--- src/core/dcfs_cfg.svh ---
`ifndef DCFS_CFG_SVH
`define DCFS_CFG_SVH
// register indices; byte address is four times the index
`define DCFS_IDX_STATUS 6'h00
`define DCFS_IDX_ERROR 6'h01
`define DCFS_IDX_HDR_COUNT 6'h0F
`define DCFS_IDX_DRIVE_CMD 6'h10
`define DCFS_IDX_OP_CMD 6'h11
`define DCFS_IDX_FORMAT 6'h35
// status bit positions
`define DCFS_ST_HF 0
`define DCFS_ST_NCR 1
`define DCFS_ST_HMD 2
`define DCFS_ST_LRQ 3
`define DCFS_ST_RBUSY 4
`define DCFS_ST_LBUSY 5
`define DCFS_ST_CACT 6
`define DCFS_ST_ERR 7
// operation command bit positions
`define DCFS_OP_SOFT_RESET 0
`define DCFS_OP_INT_EN 1
`define DCFS_OP_HDR_INT_EN 2
`define DCFS_OP_REMOTE_IN 3
`define DCFS_OP_REMOTE_OUT 4
`define DCFS_OP_PRECOMP 5
`define DCFS_OP_CORRECT 6
`define DCFS_OP_INTERLOCK 7
// drive command header-operation field
`define DCFS_DC_HOP_LSB 4
// append codes
`define DCFS_APPEND_NONE 2'h0
// reset values
`define DCFS_FORMAT_RST 8'h00
`define DCFS_OP_RST 8'h00
`define DCFS_DC_RST 8'h00
`define DCFS_HBC_RST 4'h2
// largest external check code wrapped around a sector, in bytes
`define DCFS_EXT_ECC_MAX_BYTES 31
`endif

--- src/core/dcfs_pkg.sv ---
package dcfs_pkg;
  // header operation codes held in the drive command
  typedef enum logic [1:0] {
    DCFS_HOP_IGNORE = 2'h0,
    DCFS_HOP_COMPARE = 2'h1,
    DCFS_HOP_WRITE = 2'h2,
    DCFS_HOP_READ = 2'h3
  } dcfs_hop_type;

  // interlock window state
  typedef enum logic [0:0] {
    DCFS_IL_IDLE = 1'b0,
    DCFS_IL_OPEN = 1'b1
  } dcfs_il_type;

  // format configuration as seen by the serial side
  typedef struct packed {
    logic [1:0] data_append;
    logic [1:0] hdr_append;
    logic header_source_sel;
    logic sector_kind;
    logic mark_first;
    logic encode_select;
  } dcfs_fmt_type;

  // events and levels from the disk, fifo, dma and ecc engines
  typedef struct packed {
    logic hdr_check_err;
    logic sector_found;
    logic hdr_match;
    logic hdr_field_seen;
    logic hdr_op_done;
    logic data_op_done;
    logic cmd_accept_ready;
    logic remote_last_xfer;
    logic local_busy;
    logic local_dma_request;
    logic corr_done;
    logic [7:0] err_set;
  } dcfs_evt_type;
endpackage : dcfs_pkg

--- src/core/dcfs_regs.sv ---
// Our own choice: the Avalon-MM slave port.
`include "dcfs_cfg.svh"

module dcfs_regs
  import dcfs_pkg::*;
(
  input wire logic ref_clk,
  input wire logic reset_n,
  input wire logic clk_en,
  // avalon-mm slave, byte address
  input wire logic [7:0] address,
  input wire logic read,
  input wire logic write,
  input wire logic [31:0] writedata,
  input wire logic [3:0] byteenable,
  output logic [31:0] readdata,
  output logic waitrequest,
  // engine side
  input wire dcfs_evt_type evt,
  input wire logic precomp_pins_cfg,
  output logic remote_out_go,
  output logic remote_in_go,
  output logic correction_go,
  output logic new_cmd,
  output logic [7:0] drive_cmd,
  output logic op_abort,
  output logic precomp_active,
  output logic interlock_req,
  output logic ext_hdr_ecc_req,
  output logic [3:0] hdr_count,
  output dcfs_fmt_type fmt
);

  // ****************************************************************
  // reset release
  // ****************************************************************
  logic [1:0] rst_sync_ff; // two-stage release of the pin reset
  logic rst_n; // synchronised reset used by the rest of the block

  // release through two flops so all state leaves reset on one edge
  always_ff @(posedge ref_clk or negedge reset_n)
  begin
    if (!reset_n)
      rst_sync_ff <= 2'h0;
    else
      rst_sync_ff <= {rst_sync_ff[0], 1'b1};
  end
  assign rst_n = rst_sync_ff[1];

  // ****************************************************************
  // bus decode
  // ****************************************************************
  logic rd_ack_ff; // second cycle of a read, data is ready
  logic [5:0] idx; // word index
  logic wr_ok; // write accepted this edge
  logic rd_ok; // read accepted this edge
  logic sel_status, sel_error, sel_hbc, sel_dc, sel_op, sel_fmt;
  logic wr_dc, wr_op, wr_fmt, wr_hbc; // accepted writes per register

  // reads take one wait cycle so read data leaves a flop
  assign waitrequest = !clk_en || (read && !rd_ack_ff);
  assign idx = address[7:2];
  assign wr_ok = write && !waitrequest && byteenable[0];
  assign rd_ok = read && !waitrequest;
  assign sel_status = (idx == `DCFS_IDX_STATUS);
  assign sel_error = (idx == `DCFS_IDX_ERROR);
  assign sel_hbc = (idx == `DCFS_IDX_HDR_COUNT);
  assign sel_dc = (idx == `DCFS_IDX_DRIVE_CMD);
  assign sel_op = (idx == `DCFS_IDX_OP_CMD);
  assign sel_fmt = (idx == `DCFS_IDX_FORMAT);
  assign wr_dc = wr_ok && sel_dc;
  assign wr_op = wr_ok && sel_op;
  assign wr_fmt = wr_ok && sel_fmt;
  assign wr_hbc = wr_ok && sel_hbc;

  // ****************************************************************
  // software-written registers
  // ****************************************************************
  logic [7:0] op_ff; // operation command bits
  logic [7:0] dc_ff; // drive command as last written
  logic [7:0] fmt_ff; // disk format configuration
  logic [3:0] hbc_ff; // header byte count / interlock strobe
  logic soft_rst; // soft reset bit held by software
  dcfs_hop_type hop; // header operation of the current command

  // writes land on the accepted edge only
  always_ff @(posedge ref_clk or negedge rst_n)
  begin
    if (!rst_n)
    begin
      op_ff <= `DCFS_OP_RST;
      dc_ff <= `DCFS_DC_RST;
      fmt_ff <= `DCFS_FORMAT_RST;
      hbc_ff <= `DCFS_HBC_RST;
    end
    else if (clk_en)
    begin
      if (wr_op)
        op_ff <= writedata[7:0];
      if (wr_dc)
        dc_ff <= writedata[7:0];
      if (wr_fmt)
        fmt_ff <= writedata[7:0];
      if (wr_hbc)
        hbc_ff <= writedata[3:0];
    end
  end
  assign soft_rst = op_ff[`DCFS_OP_SOFT_RESET];
  assign hop = dcfs_hop_type'(dc_ff[`DCFS_DC_HOP_LSB +: 2]);
  assign drive_cmd = dc_ff;
  assign hdr_count = hbc_ff;

  // format fields straight from the stored byte
  // one driver for the whole struct; members named so a reorder cannot slip
  assign fmt = '{
    data_append: fmt_ff[7:6],
    hdr_append: fmt_ff[5:4],
    header_source_sel: fmt_ff[3],
    sector_kind: fmt_ff[2],
    mark_first: fmt_ff[1],
    encode_select: fmt_ff[0]
  };
  // without an internal header code the serial side must add its own
  assign ext_hdr_ecc_req = (fmt_ff[5:4] == `DCFS_APPEND_NONE);

  // ****************************************************************
  // command launches
  // ****************************************************************
  logic launch_ok; // start bits are ignored when the same write sets the soft reset bit
  logic go_out_ff, go_in_ff, go_corr_ff, new_cmd_ff, pre_ff;

  assign launch_ok = wr_op && !writedata[`DCFS_OP_SOFT_RESET];

  // start bits give one-cycle pulses to the dma and ecc engines
  always_ff @(posedge ref_clk or negedge rst_n)
  begin
    if (!rst_n)
    begin
      go_out_ff <= 1'b0;
      go_in_ff <= 1'b0;
      go_corr_ff <= 1'b0;
      new_cmd_ff <= 1'b0;
      pre_ff <= 1'b0;
    end
    else if (clk_en)
    begin
      go_out_ff <= launch_ok && writedata[`DCFS_OP_REMOTE_OUT];
      go_in_ff <= launch_ok && writedata[`DCFS_OP_REMOTE_IN];
      go_corr_ff <= launch_ok && writedata[`DCFS_OP_CORRECT];
      new_cmd_ff <= wr_dc && !soft_rst;
      // precompensation needs the mark pins set up as precomp outputs
      pre_ff <= op_ff[`DCFS_OP_PRECOMP] && precomp_pins_cfg;
    end
  end
  assign remote_out_go = go_out_ff;
  assign remote_in_go = go_in_ff;
  assign correction_go = go_corr_ff;
  assign new_cmd = new_cmd_ff;
  assign precomp_active = pre_ff;

  // ****************************************************************
  // status flags
  // ****************************************************************
  logic hf_ff, ncr_ff, hmd_ff, rbusy_ff, cact_ff, abort_ff;
  logic nxt_hf, nxt_ncr, nxt_hmd, nxt_rbusy, nxt_cact;
  logic [7:0] err_ff, nxt_err;
  logic hmd_set; // header-match-done set condition for this command
  logic rd_hdr_abort; // check error seen during a read header
  wire logic [7:0] status; // assembled status byte, one assign per bit

  // each set term is applied after its clear, so a set wins a tie; soft reset is applied last and beats every set
  assign hmd_set = (hop == DCFS_HOP_COMPARE) ? evt.hdr_match
                 : (hop == DCFS_HOP_READ) ? evt.hdr_field_seen
                 : evt.hdr_op_done;
  assign rd_hdr_abort = evt.hdr_check_err && (hop == DCFS_HOP_READ);

  always_comb
  begin
    nxt_hf = hf_ff;
    nxt_ncr = ncr_ff;
    nxt_hmd = hmd_ff;
    nxt_rbusy = rbusy_ff;
    nxt_cact = cact_ff;
    nxt_err = err_ff;
    // clears from commands and engine completions
    if (wr_dc)
    begin
      nxt_hf = 1'b0;
      nxt_ncr = 1'b0;
      nxt_err = 8'h00;
    end
    if (evt.sector_found)
      nxt_hf = 1'b0;
    if (evt.data_op_done)
      nxt_hmd = 1'b0;
    if (evt.remote_last_xfer)
      nxt_rbusy = 1'b0;
    if (evt.corr_done)
      nxt_cact = 1'b0;
    // sets; a header check error raises the fault flag
    if (evt.hdr_check_err)
      nxt_hf = 1'b1;
    if (evt.cmd_accept_ready)
      nxt_ncr = 1'b1;
    if (hmd_set)
      nxt_hmd = 1'b1;
    // a remote transfer in either direction occupies the remote channel
    if (go_out_ff || go_in_ff)
      nxt_rbusy = 1'b1;
    if (go_corr_ff)
      nxt_cact = 1'b1;
    // a read-header abort reports only through the fault flag
    if (!rd_hdr_abort)
      nxt_err = nxt_err | evt.err_set;
    // soft reset holds everything clear
    if (soft_rst)
    begin
      nxt_hf = 1'b0;
      nxt_ncr = 1'b0;
      nxt_hmd = 1'b0;
      nxt_rbusy = 1'b0;
      nxt_cact = 1'b0;
      nxt_err = 8'h00;
    end
  end

  // flag storage
  always_ff @(posedge ref_clk or negedge rst_n)
  begin
    if (!rst_n)
    begin
      hf_ff <= 1'b0;
      ncr_ff <= 1'b0;
      hmd_ff <= 1'b0;
      rbusy_ff <= 1'b0;
      cact_ff <= 1'b0;
      err_ff <= 8'h00;
      abort_ff <= 1'b0;
    end
    else if (clk_en)
    begin
      hf_ff <= nxt_hf;
      ncr_ff <= nxt_ncr;
      hmd_ff <= nxt_hmd;
      rbusy_ff <= nxt_rbusy;
      cact_ff <= nxt_cact;
      err_ff <= nxt_err;
      abort_ff <= rd_hdr_abort && !soft_rst;
    end
  end
  assign op_abort = abort_ff;

  // bit order is fixed by software's view of the register
  assign status[`DCFS_ST_HF] = hf_ff;
  assign status[`DCFS_ST_NCR] = ncr_ff;
  assign status[`DCFS_ST_HMD] = hmd_ff;
  assign status[`DCFS_ST_LRQ] = evt.local_dma_request && !soft_rst;
  assign status[`DCFS_ST_RBUSY] = rbusy_ff;
  assign status[`DCFS_ST_LBUSY] = evt.local_busy && !soft_rst;
  assign status[`DCFS_ST_CACT] = cact_ff;
  assign status[`DCFS_ST_ERR] = |err_ff;

  // ****************************************************************
  // interlock window
  // ****************************************************************
  dcfs_il_type il_ff, nxt_il;
  logic hmd_rise; // header-match-done goes high at this edge

  assign hmd_rise = nxt_hmd && !hmd_ff;

  // window opens on the match flag, the count write closes it
  always_comb
  begin
    nxt_il = il_ff;
    case (il_ff)
      DCFS_IL_IDLE:
        if (hmd_rise && op_ff[`DCFS_OP_INTERLOCK] && !soft_rst)
          nxt_il = DCFS_IL_OPEN;
      DCFS_IL_OPEN:
        if (wr_hbc || soft_rst)
          nxt_il = DCFS_IL_IDLE;
      default:
        nxt_il = DCFS_IL_IDLE;
    endcase
  end

  // window state
  always_ff @(posedge ref_clk or negedge rst_n)
  begin
    if (!rst_n)
      il_ff <= DCFS_IL_IDLE;
    else if (clk_en)
      il_ff <= nxt_il;
  end
  assign interlock_req = (il_ff == DCFS_IL_OPEN);

  // ****************************************************************
  // read path
  // ****************************************************************
  logic [7:0] rd_mux; // selected register byte
  logic [31:0] rdata_ff;

  // write-only and unmapped registers read as zero; count shows 3 bits
  assign rd_mux = sel_status ? status
                : sel_error ? err_ff
                : sel_hbc ? {5'h00, hbc_ff[2:0]}
                : 8'h00;

  // data is captured in the wait cycle and held for the answer edge
  always_ff @(posedge ref_clk or negedge rst_n)
  begin
    if (!rst_n)
    begin
      rd_ack_ff <= 1'b0;
      rdata_ff <= 32'h0000_0000;
    end
    else if (clk_en)
    begin
      rd_ack_ff <= read && !rd_ack_ff;
      if (read && !rd_ack_ff)
        rdata_ff <= {24'h00_0000, rd_mux};
    end
  end
  assign readdata = rdata_ff;
endmodule : dcfs_regs

--- config.mk ---
export PLATFORM = sky130hd
export DESIGN_NAME = dcfs_regs
export DESIGN_NICKNAME = d
export VERILOG_FILES = /design/src/core/dcfs_pkg.sv /design/src/core/dcfs_regs.sv
export VERILOG_INCLUDE_DIRS = /design/src /design/src/core
export SDC_FILE = /design/constraint.sdc
export NUM_CORES = 1
export LEC_CHECK = 0
export BUFFER_PORTS_ARGS = -buffer_cell sky130_fd_sc_hd__buf_2
export CAP_MARGIN = 20
export CORE_ASPECT_RATIO = 0.5
export CORE_MARGIN = 2
export CORE_UTILIZATION = 45
export DETAILED_ROUTE_END_ITERATION = 12
export PLACE_DENSITY = 0.78
export SYNTH_ARGS = -nofsm -noshare
export SYNTH_HDL_FRONTEND = slang
export SYNTH_SLANG_ARGS = --single-unit
--- constraint.sdc ---
create_clock -name ref_clk -period 2 [get_ports ref_clk]
set_input_delay 0.1 -clock ref_clk [delete_from_list [all_inputs] [get_ports ref_clk]]
set_output_delay 0.1 -clock ref_clk [all_outputs]
set_load 0.02 [all_outputs]
# Yosys cells after proc, flatten, opt, wreduce, memory -nomap -nowiden
# Cells that the tools add are included.
# word_totals
ff_bits	59
out_inout_bits	61
wordCells	100
# op_classes
eq_ne	7
muxes	26
n_bitwise	2
n_reduce_logical	45
# ops
op	count
8-bit two-way mux	5
1-bit logical AND	20
1-bit two-way mux	19
2-bit AND reduction	9
6-bit by 5-bit == test with 1-bit output, second input constant	2
3-bit nonzero test	3
8-bit OR	1
8-bit OR reduction	1
6-bit by 1-bit == test with 1-bit output, second input constant	1
6-bit by 4-bit == test with 1-bit output, second input constant	1
6-bit == test, second input constant	1
1-bit logical NOT	6
6-bit logical NOT	1
4-bit nonzero test	1
1-bit logical OR	3
3-bit two-way mux	1
2-bit by 1-bit == test with 1-bit output, second input constant	1
2-bit == test, second input constant	1
2-bit logical NOT	1
1-bit one-hot mux with 2 select lines	1
1-bit inverter	1

# Depth between registers and ports, before layout
# logic_depth
word_depth	11
depth_mapped	6
mapped_depth_nobuf	4

# Worst setup path after synthesis
# No wires, ideal clock.
# synth_path
path_kind	register to register
startpoint	register rd_ack_ff
endpoint	register dc_ff[3] (netlist: drive_cmd[3])
setup_time_ns	0.125
arrival_time_ns	1.543
required_ns	1.875
path_slack_ns	0.332
stages_incl_launch_ff	6
path_buffers	1
synth_period_minus_slack_ns	1.668
cell_sequence	dfrtp_1 -> nand2b_1 -> nand3_1 -> nor3_4 -> buf_4 -> mux2_2
# synth_between
elab_chain_len	8
# synth_rtl
item	line	rtl
start, declared	dcfs_regs.sv:53	logic rd_ack_ff;
start signal, assigned	dcfs_regs.sv:319	rd_ack_ff <= read && !rd_ack_ff;
1-bit logical NOT	dcfs_regs.sv:61	assign waitrequest = !clk_en || (read && !rd_ack_ff);
1-bit logical AND	dcfs_regs.sv:61	
1-bit logical OR	dcfs_regs.sv:61	
1-bit logical NOT	-	
1-bit logical AND (2 in a row)	dcfs_regs.sv:63	assign wr_ok = write && !waitrequest && byteenable[0];
1-bit logical AND	dcfs_regs.sv:71	assign wr_dc = wr_ok && sel_dc;
2-bit AND reduction (no source line)	-	
end signal, assigned	dcfs_regs.sv:92	dc_ff <= `DCFS_DC_RST;
end signal, assigned	dcfs_regs.sv:101	dc_ff <= writedata[7:0];
end, declared	dcfs_regs.sv:80	logic [7:0] dc_ff;
# No other way between the ends.
# A chain may end at the register's enable or synchronous reset.

# Final worst setup path
# layout_path
startpoint	register rd_ack_ff
endpoint	register op_ff[0]
# layout_between
elab_chain_len	8
# layout_rtl
item	line	rtl
1-bit logical NOT	dcfs_regs.sv:61	
1-bit logical AND	dcfs_regs.sv:61	
1-bit logical OR	dcfs_regs.sv:61	
1-bit logical NOT	-	
1-bit logical AND (2 in a row)	dcfs_regs.sv:63	
1-bit logical AND	dcfs_regs.sv:72	assign wr_op = wr_ok && sel_op;
2-bit AND reduction (no source line)	-	
end signal, assigned	dcfs_regs.sv:91	op_ff <= `DCFS_OP_RST;
end signal, assigned	dcfs_regs.sv:99	op_ff <= writedata[7:0];
end, declared	dcfs_regs.sv:79	logic [7:0] op_ff;
# No other way between the ends.

==> results.md <==
* Post-Route WL at 6020 um
* Crit path max-delay family: simple AND/OR/NAND/NOR gates
* GP Congestion at 0.811
* Clk Latency, worst-skew pair at 290 ps
* DRT antenna net count at 0
* Hpwl dp at 4540 um
* Adder-Cell Fraction of Synth Area at 0%
* Hold violation total from the final report at 0
* TritonCTS Buffers at 5
* Crit-path cells: nand2b_1 -> nand3_1 -> or3_1 -> mux2_4
* Placed Cells at 391
* Pint at 1.87 mW
* Mean post-synth cell area at 10.7 um2
* Port bufs at 76
* Combinational fraction of design power at 13.2%
* Peak VDD IR at 400 uV
* Async S/R FF share, synth at 100%
* Static leakage at 1.69 nW
* Crit path kind: reg -> reg
* CTS sink cnt at 54
* HP Class: in -> reg
* Most common cell in the netlist: dfrtp_1
* Post-synthesis compound-gate area fraction at 11.4%
* Ports at 130
* Net Sw Frac at 25.1%
* Worst-margin pin slew at 586 ps
* Synth top area share at 50.7%
* Largest family of logic cells by synthesized area: simple AND/OR/NAND/NOR gates
* First-pass iteration count of the detailed router at 4
* Synth area leaders: dfrtp_1 (51%), mux2_2 (8.6%), buf_4 (7.2%)
* Grt ovf at 0
* GRT Overall Usage at 19.3%
* Synth Register Bits at 54
* Total power at 2.49 mW
* Synth Warn # at 0
* Psw at 0.626 mW
* Die W at 112 um
* Post-CTS Setup Repair Bufs at 0
* Via count at 2,130
* Finished Layout Cells at 401
* Root buffer cell: clkbuf_16
* Via density at 5.31
* Outcome: complete, no violations
* Post-synth EDFFs at 0
* Period utilisation layout at 89.1%
* First-pass GRT wire length at 9820 um
* CTS tree: done
* Required @ worst endpoint at 2170 ps
* Post-Syn Instances at 245
* Final number of setup-violating endpoints at 0
* Crit-path max FO at 6
* # fillers at 473
* Distinct cells, synth at 36
* Row count at 19
* Max-slew headroom at 60.8%
* Most frequent cells after synthesis: dfrtp_1 (53), buf_4 (25), nand2_1 (23), mux2_2 (20), o21ai_0 (16)
* Initial antenna violation count at 0
* DR WL/cell at 15.0 um
* Sequential cell fraction of total power at 48.2%
* Post-synthesis mux area share at 11.5%
* Clock Tree Buf Depth at 2
* PD cells at 781 nW/um2
* Largest net degree at the start of global routing at 22
* Clock skew at 5.72 ps
* RSZ-0062 raised after global routing: no
* Share of cells above drive strength 1 at 37.2%
* Clock share of power at 38.6%
* Area delta synth->final at 22.1%
* Final slew viol count at 0
* Arrival @ worst endpoint at 1950 ps
* Die area at 6470 um2
* Clk pin slew, worst setup/hold paths at 70 ps
* Synth area leader: dfrtp_1
* Final TNS setup at 0 ps
* Synthesized-area fraction occupied by and/or/nand/nor cells at 14.2%
* Setup crit start kind: flip-flop
* PostCTS Resize Cnt at 0
* Height of the chip at 57.9 um
* CP max stage cell: or3_1
* H-tree depth at 2
* Residual DRC count at 0
* Maxcap violations at 0
* Initial core utilization at 47.2%
* Nets at 396
* CP max stage delay at 560 ps
* Diodes inserted at 0
* Synth Area in XOR/XNOR at 0%
* Fmax at 0.561 GHz
* Final min period at 1780 ps
* Sequential share of the synthesized area at 51.7%
* Vias in the first global route at 2,010
* Main synth FF type: dfrtp_1
* Crit end category: flip-flop
* CP Buf/Inv Count at 0
* Core area at 5540 um2
* Mapped cell area at 2620 um2
* Initial DRC count at 101
## what timing repair did
item,in CTS,in global routing
endpoints found under the setup margin,0,0
endpoints found under the hold margin,3,0
hold buffers,2,0
## sequential cells by signal (all words and copies together), names as in the netlist
| register | count |
|---|---|
| drive_cmd | 8 |
| err_ff | 8 |
| fmt | 8 |
| readdata | 8 |
| hdr_count | 4 |
| op_ff | 3 |
| rst_sync_ff | 2 |
| cact_ff | 1 |
| correction_go | 1 |
| hf_ff | 1 |
| hmd_ff | 1 |
| interlock_req | 1 |
| ncr_ff | 1 |
| new_cmd | 1 |
| op_abort | 1 |
| precomp_active | 1 |
| rbusy_ff | 1 |
| rd_ack_ff | 1 |
| remote_in_go | 1 |
| remote_out_go | 1 |
## metrics by stage
| step | instance area (um2) | hold slack [ps] | worst slack (ps) | util [%] |
|---|---|---|---|---|
| 2_1_floorplan | 2700 | -196 | 332 | - |
| 5_1_grt | 3190 | 63.4 | 81.2 | 57.6 |
| 6_report | 3190 | 61.2 | 219 | 57.6 |
| 3_3_place_gp | 3010 | -112 | 263 | 54.3 |
| 3_5_place_dp | 3010 | -111 | 242 | 54.3 |
| 4_1_cts | 3190 | 55.6 | 218 | 57.6 |
## worst min-delay path: stages
cell,delay (ps)
buf_2,110
nand2_1,50
a21oi_1,60
## kinds of logic after synthesis
kind of cell	Yosys count
simple gates	67
flops	54
buf+inv	49
compound gates	47
mux	26
other cells	2
## final timing paths
kind	from	endpoint	slack (ps)	depth (start not counted)
max	rd_ack_ff$_DFFE_PN0P_	op_ff[0]$_DFFE_PN0P_	220	4
min	evt[3]	err_ff[3]$_DFFE_PN0P_	60	3
max reg2reg	rd_ack_ff$_DFFE_PN0P_	op_ff[0]$_DFFE_PN0P_	220	4
min reg2reg	rst_sync_ff[1]$_DFF_PN0_	interlock_req$_DFFE_PN0P_	200	0
max in group asynchronous	rst_sync_ff[1]$_DFF_PN0_	drive_cmd[4]$_DFFE_PN0P_	1200	1
min in group asynchronous	reset_n	rst_sync_ff[0]$_DFF_PN0_	120	2
## power groups by stage
stage | logic (mW) | clock network, mW | registers [mW]
final | 0.329 | 0.961 | 1.20
after CTS | 0.331 | 0.976 | 1.20
after global placement | 0.315 | 0 | 1.22
after floorplan | 0.196 | 0 | 1.26
after global routing | 0.361 | 1.02 | 1.21
after detailed placement | 0.326 | 0 | 1.22
## layout make-up
class	instances	area (um2)	share of cell area, %
repair buffers	87	468	14.7
clock buffers	7	133	4.16
inverters	14	52.6	1.65
multi-input cells	165	1060	33.3
well taps	73	91.3	2.86
flip-flops and latches	54	1350	42.4
clock inverters	1	30.0	0.941
## per-layer routing
layer | track usage, % | up-vias | routed length [um]
met5 | 0 | - | 0
met4 | 7.76 | 0 | 95
met3 | 4.39 | 9 | 356
met2 | 31.3 | 81 | 2950
met1 | 26.0 | 1068 | 2620
li1 | - | 972 | -
## cells in the final DEF, fill, tap and decap left out, drive strengths merged, types with 4 or more instances in the layout
master,netlist,routed
nor3,6,6
o31ai,5,5
buf,26,85
o21ai,16,16
clkbuf,9,7
and3,9,9
dfrtp,53,53
nor2,7,7
nand2b,4,4
nand2,23,23
mux2,23,23
conb,2,25
nor4,6,6
nand3,5,5
a21oi,11,11
inv,14,14
No activity file was read; power rests on OpenSTA's default activity.
